### config.mk
export PLATFORM = sky130hd
export DESIGN_NAME = ebzat_top
export DESIGN_NICKNAME = d
export VERILOG_FILES = /design/src/design/ebzat_pkg.sv /design/src/design/ebzat_ready_sync.sv /design/src/design/ebzat_phase_len.sv /design/src/design/ebzat_top.sv
export SDC_FILE = /design/constraint.sdc
export NUM_CORES = 1
export LEC_CHECK = 0
export BUFFER_PORTS_ARGS = -buffer_cell sky130_fd_sc_hd__buf_2
export CORE_ASPECT_RATIO = 1.75
export CORE_MARGIN = 3
export CORE_UTILIZATION = 50
export CTS_CLUSTER_SIZE = 24
export DETAILED_ROUTE_END_ITERATION = 16
export HOLD_SLACK_MARGIN = 0.03
export PLACE_DENSITY = 0.82
export SLEW_MARGIN = 5
export SYNTH_ARGS = -nofsm -noshare
export SYNTH_HDL_FRONTEND = slang
export SYNTH_SLANG_ARGS = --single-unit
### constraint.sdc
create_clock -name sys_clk_in -period 3.7 [get_ports sys_clk_in]
set_input_delay 0.555 -clock sys_clk_in [delete_from_list [all_inputs] [get_ports sys_clk_in]]
set_output_delay 0.555 -clock sys_clk_in [all_outputs]
set_load 0.05 [all_outputs]
### src/design/ebzat_pkg.sv
/*
  Constants for the external bus zone access sequencer: register offsets,
  field positions, reset values, phase states and field widths.
  Assumes one 20 MHz clock that also serves as the access timing clock.

  // Function
  // - Access runs lead, active, trail in order
  // - One timing register per zone, used per access
  // - Read phases: lead, active+wait+1, trail
  // - Write phases use same formulas as reads
  // - Double programmed counts only, not waits/extra
  // - Wait states count ready holds; zero if disabled
  // - Illegal timing accepted, no flag, no correction
  // - Phases counted and strobes moved on timing clock
  // - Lead starts on bus clock rise; align cycle
*/
package ebzat_pkg;

  // Bus and zone sizes
  localparam int ADDR_W = 8;
  localparam int DATA_W = 32;
  localparam int ZONES = 3;
  localparam int ZONE_W = 2;
  localparam int LEN_W = 5;
  localparam int WS_W = 8;

  // Register byte offsets
  localparam logic [ADDR_W-1:0] OFS_ZONE0 = 8'h00;
  localparam logic [ADDR_W-1:0] OFS_CTRL = 8'h0c;

  // Zone timing field positions
  localparam int F_RD_LEAD = 0;
  localparam int F_RD_ACTIVE = 2;
  localparam int F_RD_TRAIL = 5;
  localparam int F_WR_LEAD = 7;
  localparam int F_WR_ACTIVE = 9;
  localparam int F_WR_TRAIL = 12;
  localparam int F_DOUBLE = 14;
  localparam int F_READY_EN = 15;
  localparam int F_READY_ASYNC = 16;
  localparam int LEAD_W = 2;
  localparam int ACTIVE_W = 3;
  localparam int TRAIL_W = 2;
  localparam int ZT_W = 17;

  // Control and status field positions
  localparam int F_CLK_HALF = 0;
  localparam int F_BUSY = 8;
  localparam int F_LAST_WS = 16;

  // Reset values: longest counts but doubling off, ready ignored, bus clock full rate
  localparam logic [ZT_W-1:0] ZT_RESET = 17'h03fff;
  localparam logic CLK_HALF_RESET = 1'b0;

  // Sequencer states
  typedef enum logic [2:0] {
    ST_IDLE = 3'b000,
    ST_ALIGN = 3'b001,
    ST_LEAD = 3'b010,
    ST_ACTIVE = 3'b011,
    ST_TRAIL = 3'b100
  } ebzat_state_e;

endpackage : ebzat_pkg

### src/design/ebzat_ready_sync.sv
/*
  Two-stage synchroniser for the external ready pin.
  Assumes the pin is asynchronous to sys_clk_in.
*/
`timescale 1ns/1ps
module ebzat_ready_sync (
  // Clock and reset
  input wire logic sys_clk_in,
  input wire logic rst_n_in,
  // Pin and synchronised level
  input wire logic pin_in,
  output logic sync_out
);

  logic meta_reg; // First stage, read only by the second
  logic sync_reg; // Second stage
  logic meta_next;
  logic sync_next;

  // Next values; reset releases to ready high
  always_comb begin
    meta_next = rst_n_in ? pin_in : 1'b1;
    sync_next = rst_n_in ? meta_reg : 1'b1;
  end

  // Registers only
  always_ff @(posedge sys_clk_in) begin
    meta_reg <= meta_next;
    sync_reg <= sync_next;
  end

  assign sync_out = sync_reg;

endmodule : ebzat_ready_sync

### src/design/ebzat_phase_len.sv
/*
  Turns one zone timing word into lead, active and trail lengths
  in timing clock cycles for a read or a write.
  Assumes the word is stable while the lengths are used.
*/
`timescale 1ns/1ps
module ebzat_phase_len (
  // Timing word and direction
  input wire logic [ebzat_pkg::ZT_W-1:0] timing_in,
  input wire logic wr_in,
  // Lengths and ready mode
  output logic [ebzat_pkg::LEN_W-1:0] lead_len_out,
  output logic [ebzat_pkg::LEN_W-1:0] active_len_out,
  output logic [ebzat_pkg::LEN_W-1:0] trail_len_out,
  output logic ready_en_out,
  output logic ready_async_out
);

  logic [ebzat_pkg::LEAD_W-1:0] lead_f;     // Programmed lead
  logic [ebzat_pkg::ACTIVE_W-1:0] active_f; // Programmed active
  logic [ebzat_pkg::TRAIL_W-1:0] trail_f;   // Programmed trail
  logic dbl;                                // Doubling selected

  // Pick read or write fields, then scale
  always_comb begin
    if (wr_in) begin
      lead_f = timing_in[ebzat_pkg::F_WR_LEAD +: ebzat_pkg::LEAD_W];
      active_f = timing_in[ebzat_pkg::F_WR_ACTIVE +: ebzat_pkg::ACTIVE_W];
      trail_f = timing_in[ebzat_pkg::F_WR_TRAIL +: ebzat_pkg::TRAIL_W];
    end else begin
      lead_f = timing_in[ebzat_pkg::F_RD_LEAD +: ebzat_pkg::LEAD_W];
      active_f = timing_in[ebzat_pkg::F_RD_ACTIVE +: ebzat_pkg::ACTIVE_W];
      trail_f = timing_in[ebzat_pkg::F_RD_TRAIL +: ebzat_pkg::TRAIL_W];
    end
    dbl = timing_in[ebzat_pkg::F_DOUBLE];
    // Counts shift left once when doubled; the extra active cycle is not doubled
    lead_len_out = ebzat_pkg::LEN_W'({3'h0, lead_f} << dbl);
    active_len_out = ebzat_pkg::LEN_W'(({2'h0, active_f} << dbl) + 5'h01);
    trail_len_out = ebzat_pkg::LEN_W'({3'h0, trail_f} << dbl);
    // Wait states only when ready sampling is on
    ready_en_out = timing_in[ebzat_pkg::F_READY_EN];
    ready_async_out = timing_in[ebzat_pkg::F_READY_ASYNC];
  end

endmodule : ebzat_phase_len

### src/design/ebzat_top.sv
/*
  External bus zone access sequencer: zone timing registers, a plain
  register port, and the lead/active/trail state machine driving zone
  select and strobes. Assumes the access timing clock is sys_clk_in and
  that requests come from logic on that clock; the ready pin is external.
  Each access spends one setup cycle, selects high, before its lead.
  A request is held off while busy and only zones 0..2 are taken.
*/
// Strobed register access and the address map were decided locally.
`timescale 1ns/1ps
module ebzat_top (
  // Clock and reset
  input wire logic sys_clk_in,
  input wire logic rst_n_in,
  // Register port
  input wire logic [ebzat_pkg::ADDR_W-1:0] reg_addr_in,
  input wire logic [ebzat_pkg::DATA_W-1:0] reg_wdata_in,
  input wire logic reg_wr_in,
  input wire logic reg_rd_in,
  output logic [ebzat_pkg::DATA_W-1:0] reg_rdata_out,
  // Access request from the on-chip master
  input wire logic access_req_in,
  input wire logic access_wr_in,
  input wire logic [ebzat_pkg::ZONE_W-1:0] access_zone_in,
  output logic access_ready_out,
  output logic access_done_out,
  // External bus pins
  input wire logic ext_ready_input_in,
  output logic ext_bus_clock_out,
  output logic [ebzat_pkg::ZONES-1:0] zone_select_n_out,
  output logic read_strobe_n_out,
  output logic write_strobe_n_out
);

  // Per-zone timing storage; settings are never checked
  logic [ebzat_pkg::ZT_W-1:0] zone_timing_reg [ebzat_pkg::ZONES];
  logic [ebzat_pkg::ZT_W-1:0] zone_timing_next [ebzat_pkg::ZONES];
  logic clk_half_reg;  // Bus clock at half timing clock
  logic clk_half_next;
  logic [ebzat_pkg::DATA_W-1:0] rdata_reg; // Read data, one cycle late
  logic [ebzat_pkg::DATA_W-1:0] rdata_next;

  // Sequencer state
  ebzat_pkg::ebzat_state_e state_reg;
  ebzat_pkg::ebzat_state_e state_next;
  logic [ebzat_pkg::LEN_W-1:0] cnt_reg; // Cycles left in phase, minus one
  logic [ebzat_pkg::LEN_W-1:0] cnt_next;
  logic [ebzat_pkg::WS_W-1:0] ws_reg;   // Wait states this access
  logic [ebzat_pkg::WS_W-1:0] ws_next;
  logic [ebzat_pkg::WS_W-1:0] last_ws_reg; // Wait states of last access
  logic [ebzat_pkg::WS_W-1:0] last_ws_next;
  logic [ebzat_pkg::ZT_W-1:0] acc_timing_reg; // Timing latched at request
  logic [ebzat_pkg::ZT_W-1:0] acc_timing_next;
  logic acc_wr_reg;
  logic acc_wr_next;
  logic [ebzat_pkg::ZONE_W-1:0] acc_zone_reg;
  logic [ebzat_pkg::ZONE_W-1:0] acc_zone_next;
  logic done_reg;
  logic done_next;

  // Bus clock phase and pin outputs
  logic ext_clk_reg;
  logic ext_clk_next;
  logic [ebzat_pkg::ZONES-1:0] zsel_n_reg;
  logic [ebzat_pkg::ZONES-1:0] zsel_n_next;
  logic rd_n_reg;
  logic rd_n_next;
  logic wr_n_reg;
  logic wr_n_next;

  // Ready path
  logic ready_sync;      // After two flops
  logic ready_late_reg;  // Extra stage for the asynchronous mode
  logic ready_late_next;
  logic ready_ok;        // Ready as seen by the sequencer

  // Phase lengths of the current access
  logic [ebzat_pkg::LEN_W-1:0] lead_len;
  logic [ebzat_pkg::LEN_W-1:0] active_len;
  logic [ebzat_pkg::LEN_W-1:0] trail_len;
  logic ready_en;
  logic ready_async;
  logic req_ok;          // Request names an existing zone

  ebzat_ready_sync u_ready_sync (
    .sys_clk_in(sys_clk_in),
    .rst_n_in(rst_n_in),
    .pin_in(ext_ready_input_in),
    .sync_out(ready_sync)
  );

  ebzat_phase_len u_phase_len (
    .timing_in(acc_timing_reg),
    .wr_in(acc_wr_reg),
    .lead_len_out(lead_len),
    .active_len_out(active_len),
    .trail_len_out(trail_len),
    .ready_en_out(ready_en),
    .ready_async_out(ready_async)
  );

  // Timing writes during an access reach only the next one (word latched)
  // Register writes and read data
  always_comb begin
    for (int z = 0; z < ebzat_pkg::ZONES; z++) begin
      zone_timing_next[z] = zone_timing_reg[z];
    end
    clk_half_next = clk_half_reg;
    rdata_next = '0; // Unmapped or idle reads give zero
    if (reg_wr_in) begin
      for (int z = 0; z < ebzat_pkg::ZONES; z++) begin
        // One aligned word per zone
        if (reg_addr_in == ebzat_pkg::ADDR_W'(ebzat_pkg::OFS_ZONE0 + 4 * z)) begin
          zone_timing_next[z] = reg_wdata_in[ebzat_pkg::ZT_W-1:0];
        end
      end
      if (reg_addr_in == ebzat_pkg::OFS_CTRL) begin
        clk_half_next = reg_wdata_in[ebzat_pkg::F_CLK_HALF];
      end
    end
    if (reg_rd_in) begin
      for (int z = 0; z < ebzat_pkg::ZONES; z++) begin
        if (reg_addr_in == ebzat_pkg::ADDR_W'(ebzat_pkg::OFS_ZONE0 + 4 * z)) begin
          rdata_next = {{(ebzat_pkg::DATA_W-ebzat_pkg::ZT_W){1'b0}}, zone_timing_reg[z]};
        end
      end
      if (reg_addr_in == ebzat_pkg::OFS_CTRL) begin
        rdata_next[ebzat_pkg::F_CLK_HALF] = clk_half_reg;
        rdata_next[ebzat_pkg::F_BUSY] = (state_reg != ebzat_pkg::ST_IDLE);
        rdata_next[ebzat_pkg::F_LAST_WS +: ebzat_pkg::WS_W] = last_ws_reg;
      end
    end
    if (!rst_n_in) begin
      for (int z = 0; z < ebzat_pkg::ZONES; z++) begin
        zone_timing_next[z] = ebzat_pkg::ZT_RESET;
      end
      clk_half_next = ebzat_pkg::CLK_HALF_RESET;
      rdata_next = '0;
    end
  end

  // Register file flops
  always_ff @(posedge sys_clk_in) begin
    for (int z = 0; z < ebzat_pkg::ZONES; z++) begin
      zone_timing_reg[z] <= zone_timing_next[z];
    end
    clk_half_reg <= clk_half_next;
    rdata_reg <= rdata_next;
  end

  // Ready qualification: async mode trades one cycle for more settling
  // Sync mode reads the synchroniser output directly; its lag sets the minimum active
  always_comb begin
    ready_late_next = rst_n_in ? ready_sync : 1'b1;
    ready_ok = ready_async ? ready_late_reg : ready_sync;
  end

  // Sequencer next state
  always_comb begin
    state_next = state_reg;
    cnt_next = cnt_reg;
    ws_next = ws_reg;
    last_ws_next = last_ws_reg;
    acc_timing_next = acc_timing_reg;
    acc_wr_next = acc_wr_reg;
    acc_zone_next = acc_zone_reg;
    done_next = 1'b0;
    // Bus clock toggles in half mode, stays high at full rate
    ext_clk_next = clk_half_reg ? ~ext_clk_reg : 1'b1;
    req_ok = access_req_in && (32'(access_zone_in) < ebzat_pkg::ZONES);
    case (state_reg)
      ebzat_pkg::ST_IDLE: begin
        if (req_ok) begin
          // Latch the target zone's own settings
          acc_timing_next = zone_timing_reg[access_zone_in];
          acc_wr_next = access_wr_in;
          acc_zone_next = access_zone_in;
          ws_next = '0;
          // Select rises one edge after the setup cycle; align so that
          // it meets a rising bus clock edge, never a falling one
          if (clk_half_reg && !ext_clk_reg) begin
            state_next = ebzat_pkg::ST_ALIGN;
          end else begin
            state_next = ebzat_pkg::ST_LEAD;
          end
        end
      end
      ebzat_pkg::ST_ALIGN: begin
        state_next = ebzat_pkg::ST_LEAD;
      end
      default: begin
      end
    endcase
    // Entering lead: one setup cycle first, selects still high
    // The phase lengths come from the word latched at the request, so
    // they only settle during this cycle; all ones in the count marks it.
    // A real count never reaches all ones: the longest active is 15.
    if (state_next == ebzat_pkg::ST_LEAD && state_reg != ebzat_pkg::ST_LEAD) begin
      cnt_next = '1;
    end
    case (state_reg)
      ebzat_pkg::ST_LEAD: begin
        if (cnt_reg == '1) begin
          // Setup over: load the lead, or skip an empty one unchecked
          if (lead_len == '0) begin
            state_next = ebzat_pkg::ST_ACTIVE;
            cnt_next = active_len - 5'h01;
          end else begin
            cnt_next = lead_len - 5'h01;
          end
        end else if (cnt_reg != '0) begin
          cnt_next = cnt_reg - 5'h01;
        end else begin
          state_next = ebzat_pkg::ST_ACTIVE;
          cnt_next = active_len - 5'h01;
        end
      end
      ebzat_pkg::ST_ACTIVE: begin
        if (cnt_reg != '0) begin
          cnt_next = cnt_reg - 5'h01;
        end else if (ready_en && !ready_ok) begin
          // Held off by the device: one more active cycle
          // Saturates, so a stuck ready shows 255 rather than a wrapped count
          if (ws_reg != '1) begin
            ws_next = ws_reg + 8'h01;
          end
        end else if (trail_len != '0) begin
          state_next = ebzat_pkg::ST_TRAIL;
          cnt_next = trail_len - 5'h01;
        end else begin
          state_next = ebzat_pkg::ST_IDLE;
          last_ws_next = ws_reg;
          done_next = 1'b1;
        end
      end
      ebzat_pkg::ST_TRAIL: begin
        if (cnt_reg != '0) begin
          cnt_next = cnt_reg - 5'h01;
        end else begin
          state_next = ebzat_pkg::ST_IDLE;
          last_ws_next = ws_reg;
          done_next = 1'b1;
        end
      end
      default: begin
      end
    endcase
    // Strobes follow the state after the edge
    zsel_n_next = '1;
    rd_n_next = 1'b1;
    wr_n_next = 1'b1;
    // Setup cycle leaves the selects high, so the pins never show a
    // lead that the latched timing has not sized yet
    if ((state_next == ebzat_pkg::ST_LEAD && cnt_next != '1) ||
        state_next == ebzat_pkg::ST_ACTIVE || state_next == ebzat_pkg::ST_TRAIL) begin
      zsel_n_next[acc_zone_next] = 1'b0;
    end
    if (state_next == ebzat_pkg::ST_ACTIVE) begin
      rd_n_next = acc_wr_next;
      wr_n_next = ~acc_wr_next;
    end
    if (!rst_n_in) begin
      state_next = ebzat_pkg::ST_IDLE;
      cnt_next = '0;
      ws_next = '0;
      last_ws_next = '0;
      acc_timing_next = ebzat_pkg::ZT_RESET;
      acc_wr_next = 1'b0;
      acc_zone_next = '0;
      done_next = 1'b0;
      ext_clk_next = 1'b1;
      zsel_n_next = '1;
      rd_n_next = 1'b1;
      wr_n_next = 1'b1;
    end
  end

  // Sequencer flops
  always_ff @(posedge sys_clk_in) begin
    state_reg <= state_next;
    cnt_reg <= cnt_next;
    ws_reg <= ws_next;
    last_ws_reg <= last_ws_next;
    acc_timing_reg <= acc_timing_next;
    acc_wr_reg <= acc_wr_next;
    acc_zone_reg <= acc_zone_next;
    done_reg <= done_next;
    ext_clk_reg <= ext_clk_next;
    zsel_n_reg <= zsel_n_next;
    rd_n_reg <= rd_n_next;
    wr_n_reg <= wr_n_next;
    ready_late_reg <= ready_late_next;
  end

  // Outputs
  assign reg_rdata_out = rdata_reg;
  assign access_ready_out = (state_reg == ebzat_pkg::ST_IDLE);
  assign access_done_out = done_reg;
  assign ext_bus_clock_out = ext_clk_reg;
  assign zone_select_n_out = zsel_n_reg;
  assign read_strobe_n_out = rd_n_reg;
  assign write_strobe_n_out = wr_n_reg;

endmodule : ebzat_top

Word level (Yosys, flattened, before mapping):

Memory sizes are Yosys's and may differ from the RTL's. A register that Yosys moved wholly into a read port is not among the register bits.
Index checks and enable logic that the tools add are counted.

* add/subtract/negate cells: 6
* $lt $le $gt $ge: 3
* equality and inequality tests: 19
* shift-type cells: 3
* multiplexer cells: 57
* bitwise operators: 5
* reductions and logical operators: 26

Operator list (number)
* $mux 51: 2
* $mux 8: 11
* $mux 17: 4
* $mux 24: 2
* $mux 5: 8
* $mux 3: 9
* $sub 5x1->5 const B: 4
* $eq 8x4->1 const B: 2
* $pmux 8 s2: 1
* $eq 3x2->1 const B: 5
* $pmux 5 s3: 1
* $reduce_and 2->1: 6
* $mux 1: 10
* $mux 2: 5
* $reduce_bool 5->1: 2
* $shl 2x1->5: 2
* $pmux 3 s3: 1
* $add 8x1->8 const B: 1
* $eq 8x3->1 const B: 1
* $logic_not 8->1: 1
* $ne 2x2->1 const B: 4
* $ne 8x8->1 const B: 1
* $eq 3x3->1 const B: 2
* $logic_and 1x1->1: 6
* 22 further kinds: 28

* flip-flop bits (word level): 70
* RAM bits: 51
* input bits: 49
* output and inout port bits: 40
* logic and storage cells: 137
* memories kept: 1

Memories
* zone_timing_reg: depth 3, width 17, read ports 4, clocked after memory_dff 1, write ports 3, line ebzat_top.sv:36 `logic [ebzat_pkg::ZT_W-1:0] zone_timing_reg [ebzat_pkg::ZONES];`

Logic depth before layout (Yosys ltp):

* depth after elaboration: 17
* depth in mapped cells: 13
* mapped depth without buffers: 12

Hierarchy:

Synthesis repeated with hierarchy kept, for this count alone.

* cells, all modules: 801
* area, all modules: 6427.4 µm²

Modules (own cells, without submodules)
* ebzat_top: times used 1, cells an instance 765, area an instance 6097.1 µm², seq. area each 2562.5 µm²
* ebzat_phase_len: times used 1, cells an instance 32, area an instance 277.8 µm², seq. area each 0.0 µm²
* ebzat_ready_sync: times used 1, cells an instance 4, area an instance 52.6 µm², seq. area each 40.0 µm²

Least setup slack after synthesis:

OpenSTA, ideal clock, no wires.

* kind: reg2reg
* start: reg acc_wr_reg
* end: reg zsel_n_reg, in the netlist zone_select_n_out[1]
* library setup time: 123 ps
* arrival: 2553 ps
* required time: 3577 ps
* slack: 1023 ps
* cell stages (with the launch flop): 13
* buffers on the path: 2
* period minus slack after synthesis: 2677 ps
* path through: dfxtp_1 buf_2 mux2_2 o21ai_0 ha_1 ha_1 clkbuf_1 a21oi_1 a21o_1 a221oi_1 nor4_1 nand4b_1 nand3b_1

* cells in the longest elaborated chain, start to end: 12

RTL lines
* from (decl): line ebzat_top.sv:54 `logic acc_wr_reg;`
* from (signal assigned): line ebzat_top.sv:285 `acc_wr_reg <= acc_wr_next;`
* $mux 3 / $mux 2 (equally long branches): line ebzat_phase_len.sv:26 `if (wr_in) begin`
* $shl 3x1->5 / $shl 2x1->5 (equally long branches): line ebzat_phase_len.sv:38, ebzat_phase_len.sv:39
* $add 5x1->5, or another cell as far along: line ebzat_phase_len.sv:38 `active_len_out = ebzat_pkg::LEN_W'(({2'h0, active_f} << dbl) + 5'h01);`
* $sub 5x1->5, or another cell as far along: line ebzat_top.sv:207, ebzat_top.sv:215
* $mux 5, or another cell as far along: line ebzat_top.sv:211 `end else if (cnt_reg != '0) begin`
* $mux 5, or another cell as far along: line ebzat_top.sv:203 `if (cnt_reg == '1) begin`
* $pmux 5 s3 / $pmux 3 s3 (equally long branches): line ebzat_top.sv:201 `case (state_reg)`
* $ne 5x5->1 / $eq 3x2->1 (equally long branches): line ebzat_top.sv:254 `if ((state_next == ebzat_pkg::ST_LEAD && cnt_next != '1) ||`
* $logic_and 1x1->1: line ebzat_top.sv:254
* $logic_or 1x1->1: line ebzat_top.sv:254
* $logic_or 1x1->1 (*): line ebzat_top.sv:255 `state_next == ebzat_pkg::ST_ACTIVE || state_next == ebzat_pkg::ST_TRAIL) begin`
* $reduce_and 2->1 (no source line) (*)
* to (signal assigned): line ebzat_top.sv:289 `zsel_n_reg <= zsel_n_next;`
* to (decl): line ebzat_top.sv:64 `logic [ebzat_pkg::ZONES-1:0] zsel_n_reg;`

Every way passes the cells marked *; elsewhere a longest branch is shown, timed or not.
A chain may end at the register's enable or synchronous reset.

Worst setup path after layout:

Ends and elaborated chain as after synthesis.

==> flow_summary.yaml <==
run_status:
  status: "finished clean"
timing:
  max_slew_margin: 0.446
  rsz0062_at_grt: "false"
  tightest_slew_ns: 0.828
  timing.final.crit_share: 0.884
  drv_slew: 0
  hold_viol: 0
  fmax_mhz: 306
  fin_hold_ws_ns: 0.345
  setup_tns_ns: 0
  fin_crit_ns: 3.27
  final-setup-viol-count: 0
  fin_worst_skew_ns: 0.00780
final_layout:
  fin_cells: 1012
  areaGrowthSynthToFinish_pct: 15.0
  drive_gt1_frac: 0.150
  n_antenna_cell: 0
  final_area_mm2: 0.00711
  largest_register_ffs: 51
  fin_nets: 892
clocking:
  cts_tree: "built"
  clk_latency_ns: 0.42
  h-tree-depth: 4
  path_clk_slew_ns: 0.06
  cts_inserted_buffers: 17
  cts_hold_buf: 0
  clockBufferDepth: 2
  cts.sinks: 130
  post_cts_resized: 0
  cts_setup_buffers: 0
  clockRootBuffer: "clkbuf_16"
route:
  wl_met1_mm: 6.01
  drc: 0
  dr.max_layer_used: "met4"
  route.met3.wl_um: 898
  vias: 5808
  drt-initial-drc-count: 359
  avgRoutedWirePerCell_um: 16.3
  post_drt_via_cell_ratio: 5.74
  antenna_left: 0
  wl_met2_mm: 8.52
  drt-total-wl_mm: 16.4
  firstDrtPassIters: 6
worst_setup_path:
  critPathKind: "flip-flop to flip-flop"
  crit_chain: "buf_4, mux2_2, o21ai_0, ha_1, ha_1, a21oi_1, and2_1, o311a_1, nor4_1, nand4b_1, nand3b_1"
  end_kind: "flip-flop"
  cpPeakStageDelay_ns: 0.55
  required_ns: 4.06
  cp.arrival_ns: 3.63
  start_kind: "flip-flop"
  cp_top_family: "simple AND/OR/NAND/NOR gates"
  cpMaxStageDelayCell: "nor4_1"
  cp_max_fo: 11
  cp_common_cell: "ha_1"
  rrSetupSlack_ns: 0.43
  path_buf_inv: 1
place:
  dpl.hpwl_mm: 10.9
  numPortBuffers: 65
  dp.cells: 980
  place_area_mm2: 0.00653
  gp_congestion: 0.927
logic_synthesis:
  syn_area_mm2: 0.00618
  synth.avg_cell_area_um2: 7.78
  synth_seq_cells: 130
  yosysWarnings: 0
  netlist_instances: 795
  async_flop_share: 0
  synth_edf_count: 0
  synth.yosys.seq_area_share: 0.421
  netlist-cell-type-count: 63
  synthFlopType: "dfxtp_1"
grt:
  grt_remaining_overflow: 0
  antenna_found_initial: 0
  grt_pass1_wl_mm: 26.5
  grt_usage: 0.238
  grt_start_max_net_pins: 59
  grt_pass1_vias: 5557
die:
  num_rows: 53
  die_area_mm2: 0.0138
  core_mm2: 0.0121
  floorplan.initialDensity: 0.512
  ios: 89
  fp.dieH_um: 153
  die_x_um: 90.1
pwr:
  power_frac_seq: 0.416
  finalPower_mw: 3.55
  comb_power_share: 0.121
  power_switching_mw: 1.01
  p_int_mw: 2.54
  p_clk_frac: 0.463
  p_leak_nw: 3.07
  worst_ir_drop_vdd_mv: 0.501
  pwr_density_cell_mw_per_mm2: 500
  switching_share: 0.285
hold_path:
  hold_class: "primary input to flip-flop"
run:
  max_cap_viol_count: 0
-- worst paths after layout --
kind / startpoint / endpoint / depth (start not counted)
worst min-delay path: ext_ready_input_in / u_ready_sync.meta_reg / 2
worst max-delay path: acc_wr_reg / zone_select_n_out[1] / 11
worst max register to register: acc_wr_reg / zone_select_n_out[1] / 11
worst min register to register: u_ready_sync.meta_reg / u_ready_sync.sync_out / 1
-- worst register-to-register path, delay by kind of cell (launching register included) --
family / cells / cell delay [ns]
adder cells (fa/ha/maj): 2 / 0.49
buffers and inverters: 1 / 0.22
flip-flops: 1 / 0.38
AO/OA/AOI/OAI: 3 / 0.63
AND/OR/NAND/NOR: 4 / 1.12
multiplexers: 1 / 0.36
-- kinds of logic after synthesis --
group                      count (synthesis)  share of synthesized area
and+or+nand+nor                          390                      0.286
AOI/OAI and AO/OA                        146                      0.148
DFF                                      130                      0.421
buffers and inverters                     77                     0.0569
muxes                                     40                     0.0676
adders and majority gates                  9                     0.0182
xor gates and xnor gates                   2                    0.00283
other                                      1                   0.000606
-- cell usage in the layout, fill, tap and decap left out, drive strengths merged, types with 2 or more instances in the layout --
master / instances
and3: 12
clkinv: 3
a22o: 3
nor2b: 4
nor4: 2
a21oi: 45
clkinvlp: 2
ha: 9
a31oi: 2
nand4: 4
a211oi: 18
or2: 2
a311oi: 2
nor3b: 4
nand3b: 9
mux2: 4
dfxtp: 130
nand2b: 6
nand2: 139
o211ai: 3
a21o: 3
and2: 10
nor3: 27
a221oi: 2
nand3: 51
or3b: 2
clkbuf: 18
buf: 77
inv: 21
conb: 8
o31ai: 2
mux2i: 35
o2111ai: 3
o22ai: 3
nor2: 112
o21ai: 47
-- metrics by stage --
| stage | util | setup slack [ns] |
|---|---|---|
| after floorplan | - | 1.02 |
| after global placement | 0.541 | 0.597 |
| after detailed placement | 0.541 | 0.565 |
| after CTS | 0.589 | 0.525 |
| after global routing | 0.589 | 0.320 |
| final | 0.589 | 0.429 |
-- cell usage after synthesis, types with 2 or more instances --
master | instances | area, µm²
a211oi_1 | 17 | 128
a21o_1 | 3 | 22.5
a21oi_1 | 45 | 225
a221oi_1 | 2 | 17.5
a22o_1 | 3 | 26.3
a31oi_1 | 2 | 12.5
and2_1 | 10 | 62.6
and3_1 | 12 | 75.1
buf_2 | 14 | 70.1
buf_4 | 8 | 60.1
buf_6 | 2 | 22.5
clkbuf_1 | 39 | 146
dfxtp_1 | 130 | 2600
ha_1 | 9 | 113
inv_1 | 13 | 48.8
mux2_2 | 4 | 45.0
mux2i_1 | 35 | 350
nand2_1 | 139 | 522
nand2b_1 | 6 | 37.5
nand3_1 | 51 | 255
nand3b_1 | 9 | 67.6
nand4_1 | 4 | 25.0
nor2_1 | 112 | 420
nor2b_1 | 4 | 25.0
nor3_1 | 27 | 135
nor3b_1 | 3 | 22.5
nor4_1 | 2 | 12.5
o2111ai_1 | 3 | 26.3
o211ai_1 | 3 | 22.5
o21ai_0 | 46 | 230
o22ai_1 | 3 | 18.8
o31ai_1 | 2 | 15.0
or2_2 | 2 | 12.5
or3b_2 | 2 | 17.5
-- power by group through the flow --
stage | clock network, mW | registers, mW | logic [mW]
2_1_floorplan | 0 | 1.49 | 0.331
3_3_place_gp | 0 | 1.51 | 0.416
3_5_place_dp | 0 | 1.51 | 0.419
4_1_cts | 1.65 | 1.48 | 0.422
5_1_grt | 1.73 | 1.48 | 0.465
6_report | 1.65 | 1.48 | 0.428
-- final cells by class --
type / count / area (µm²)
repair buffers: 77 / 415
multi-input cells: 595 / 3260
well taps: 165 / 206
clock buffers: 18 / 439
flip-flops and latches: 130 / 2600
fillers: 1110 / 4960
clock inverters: 14 / 143
inverters: 13 / 48.8
-- layer usage --
metal  vias up  track usage
met5         -            0
met4         0        0.165
met3        94       0.0448
met2       257        0.429
met1      2652        0.244
li1       2805            -
Note: power is estimated with default switching activity, not from simulation.
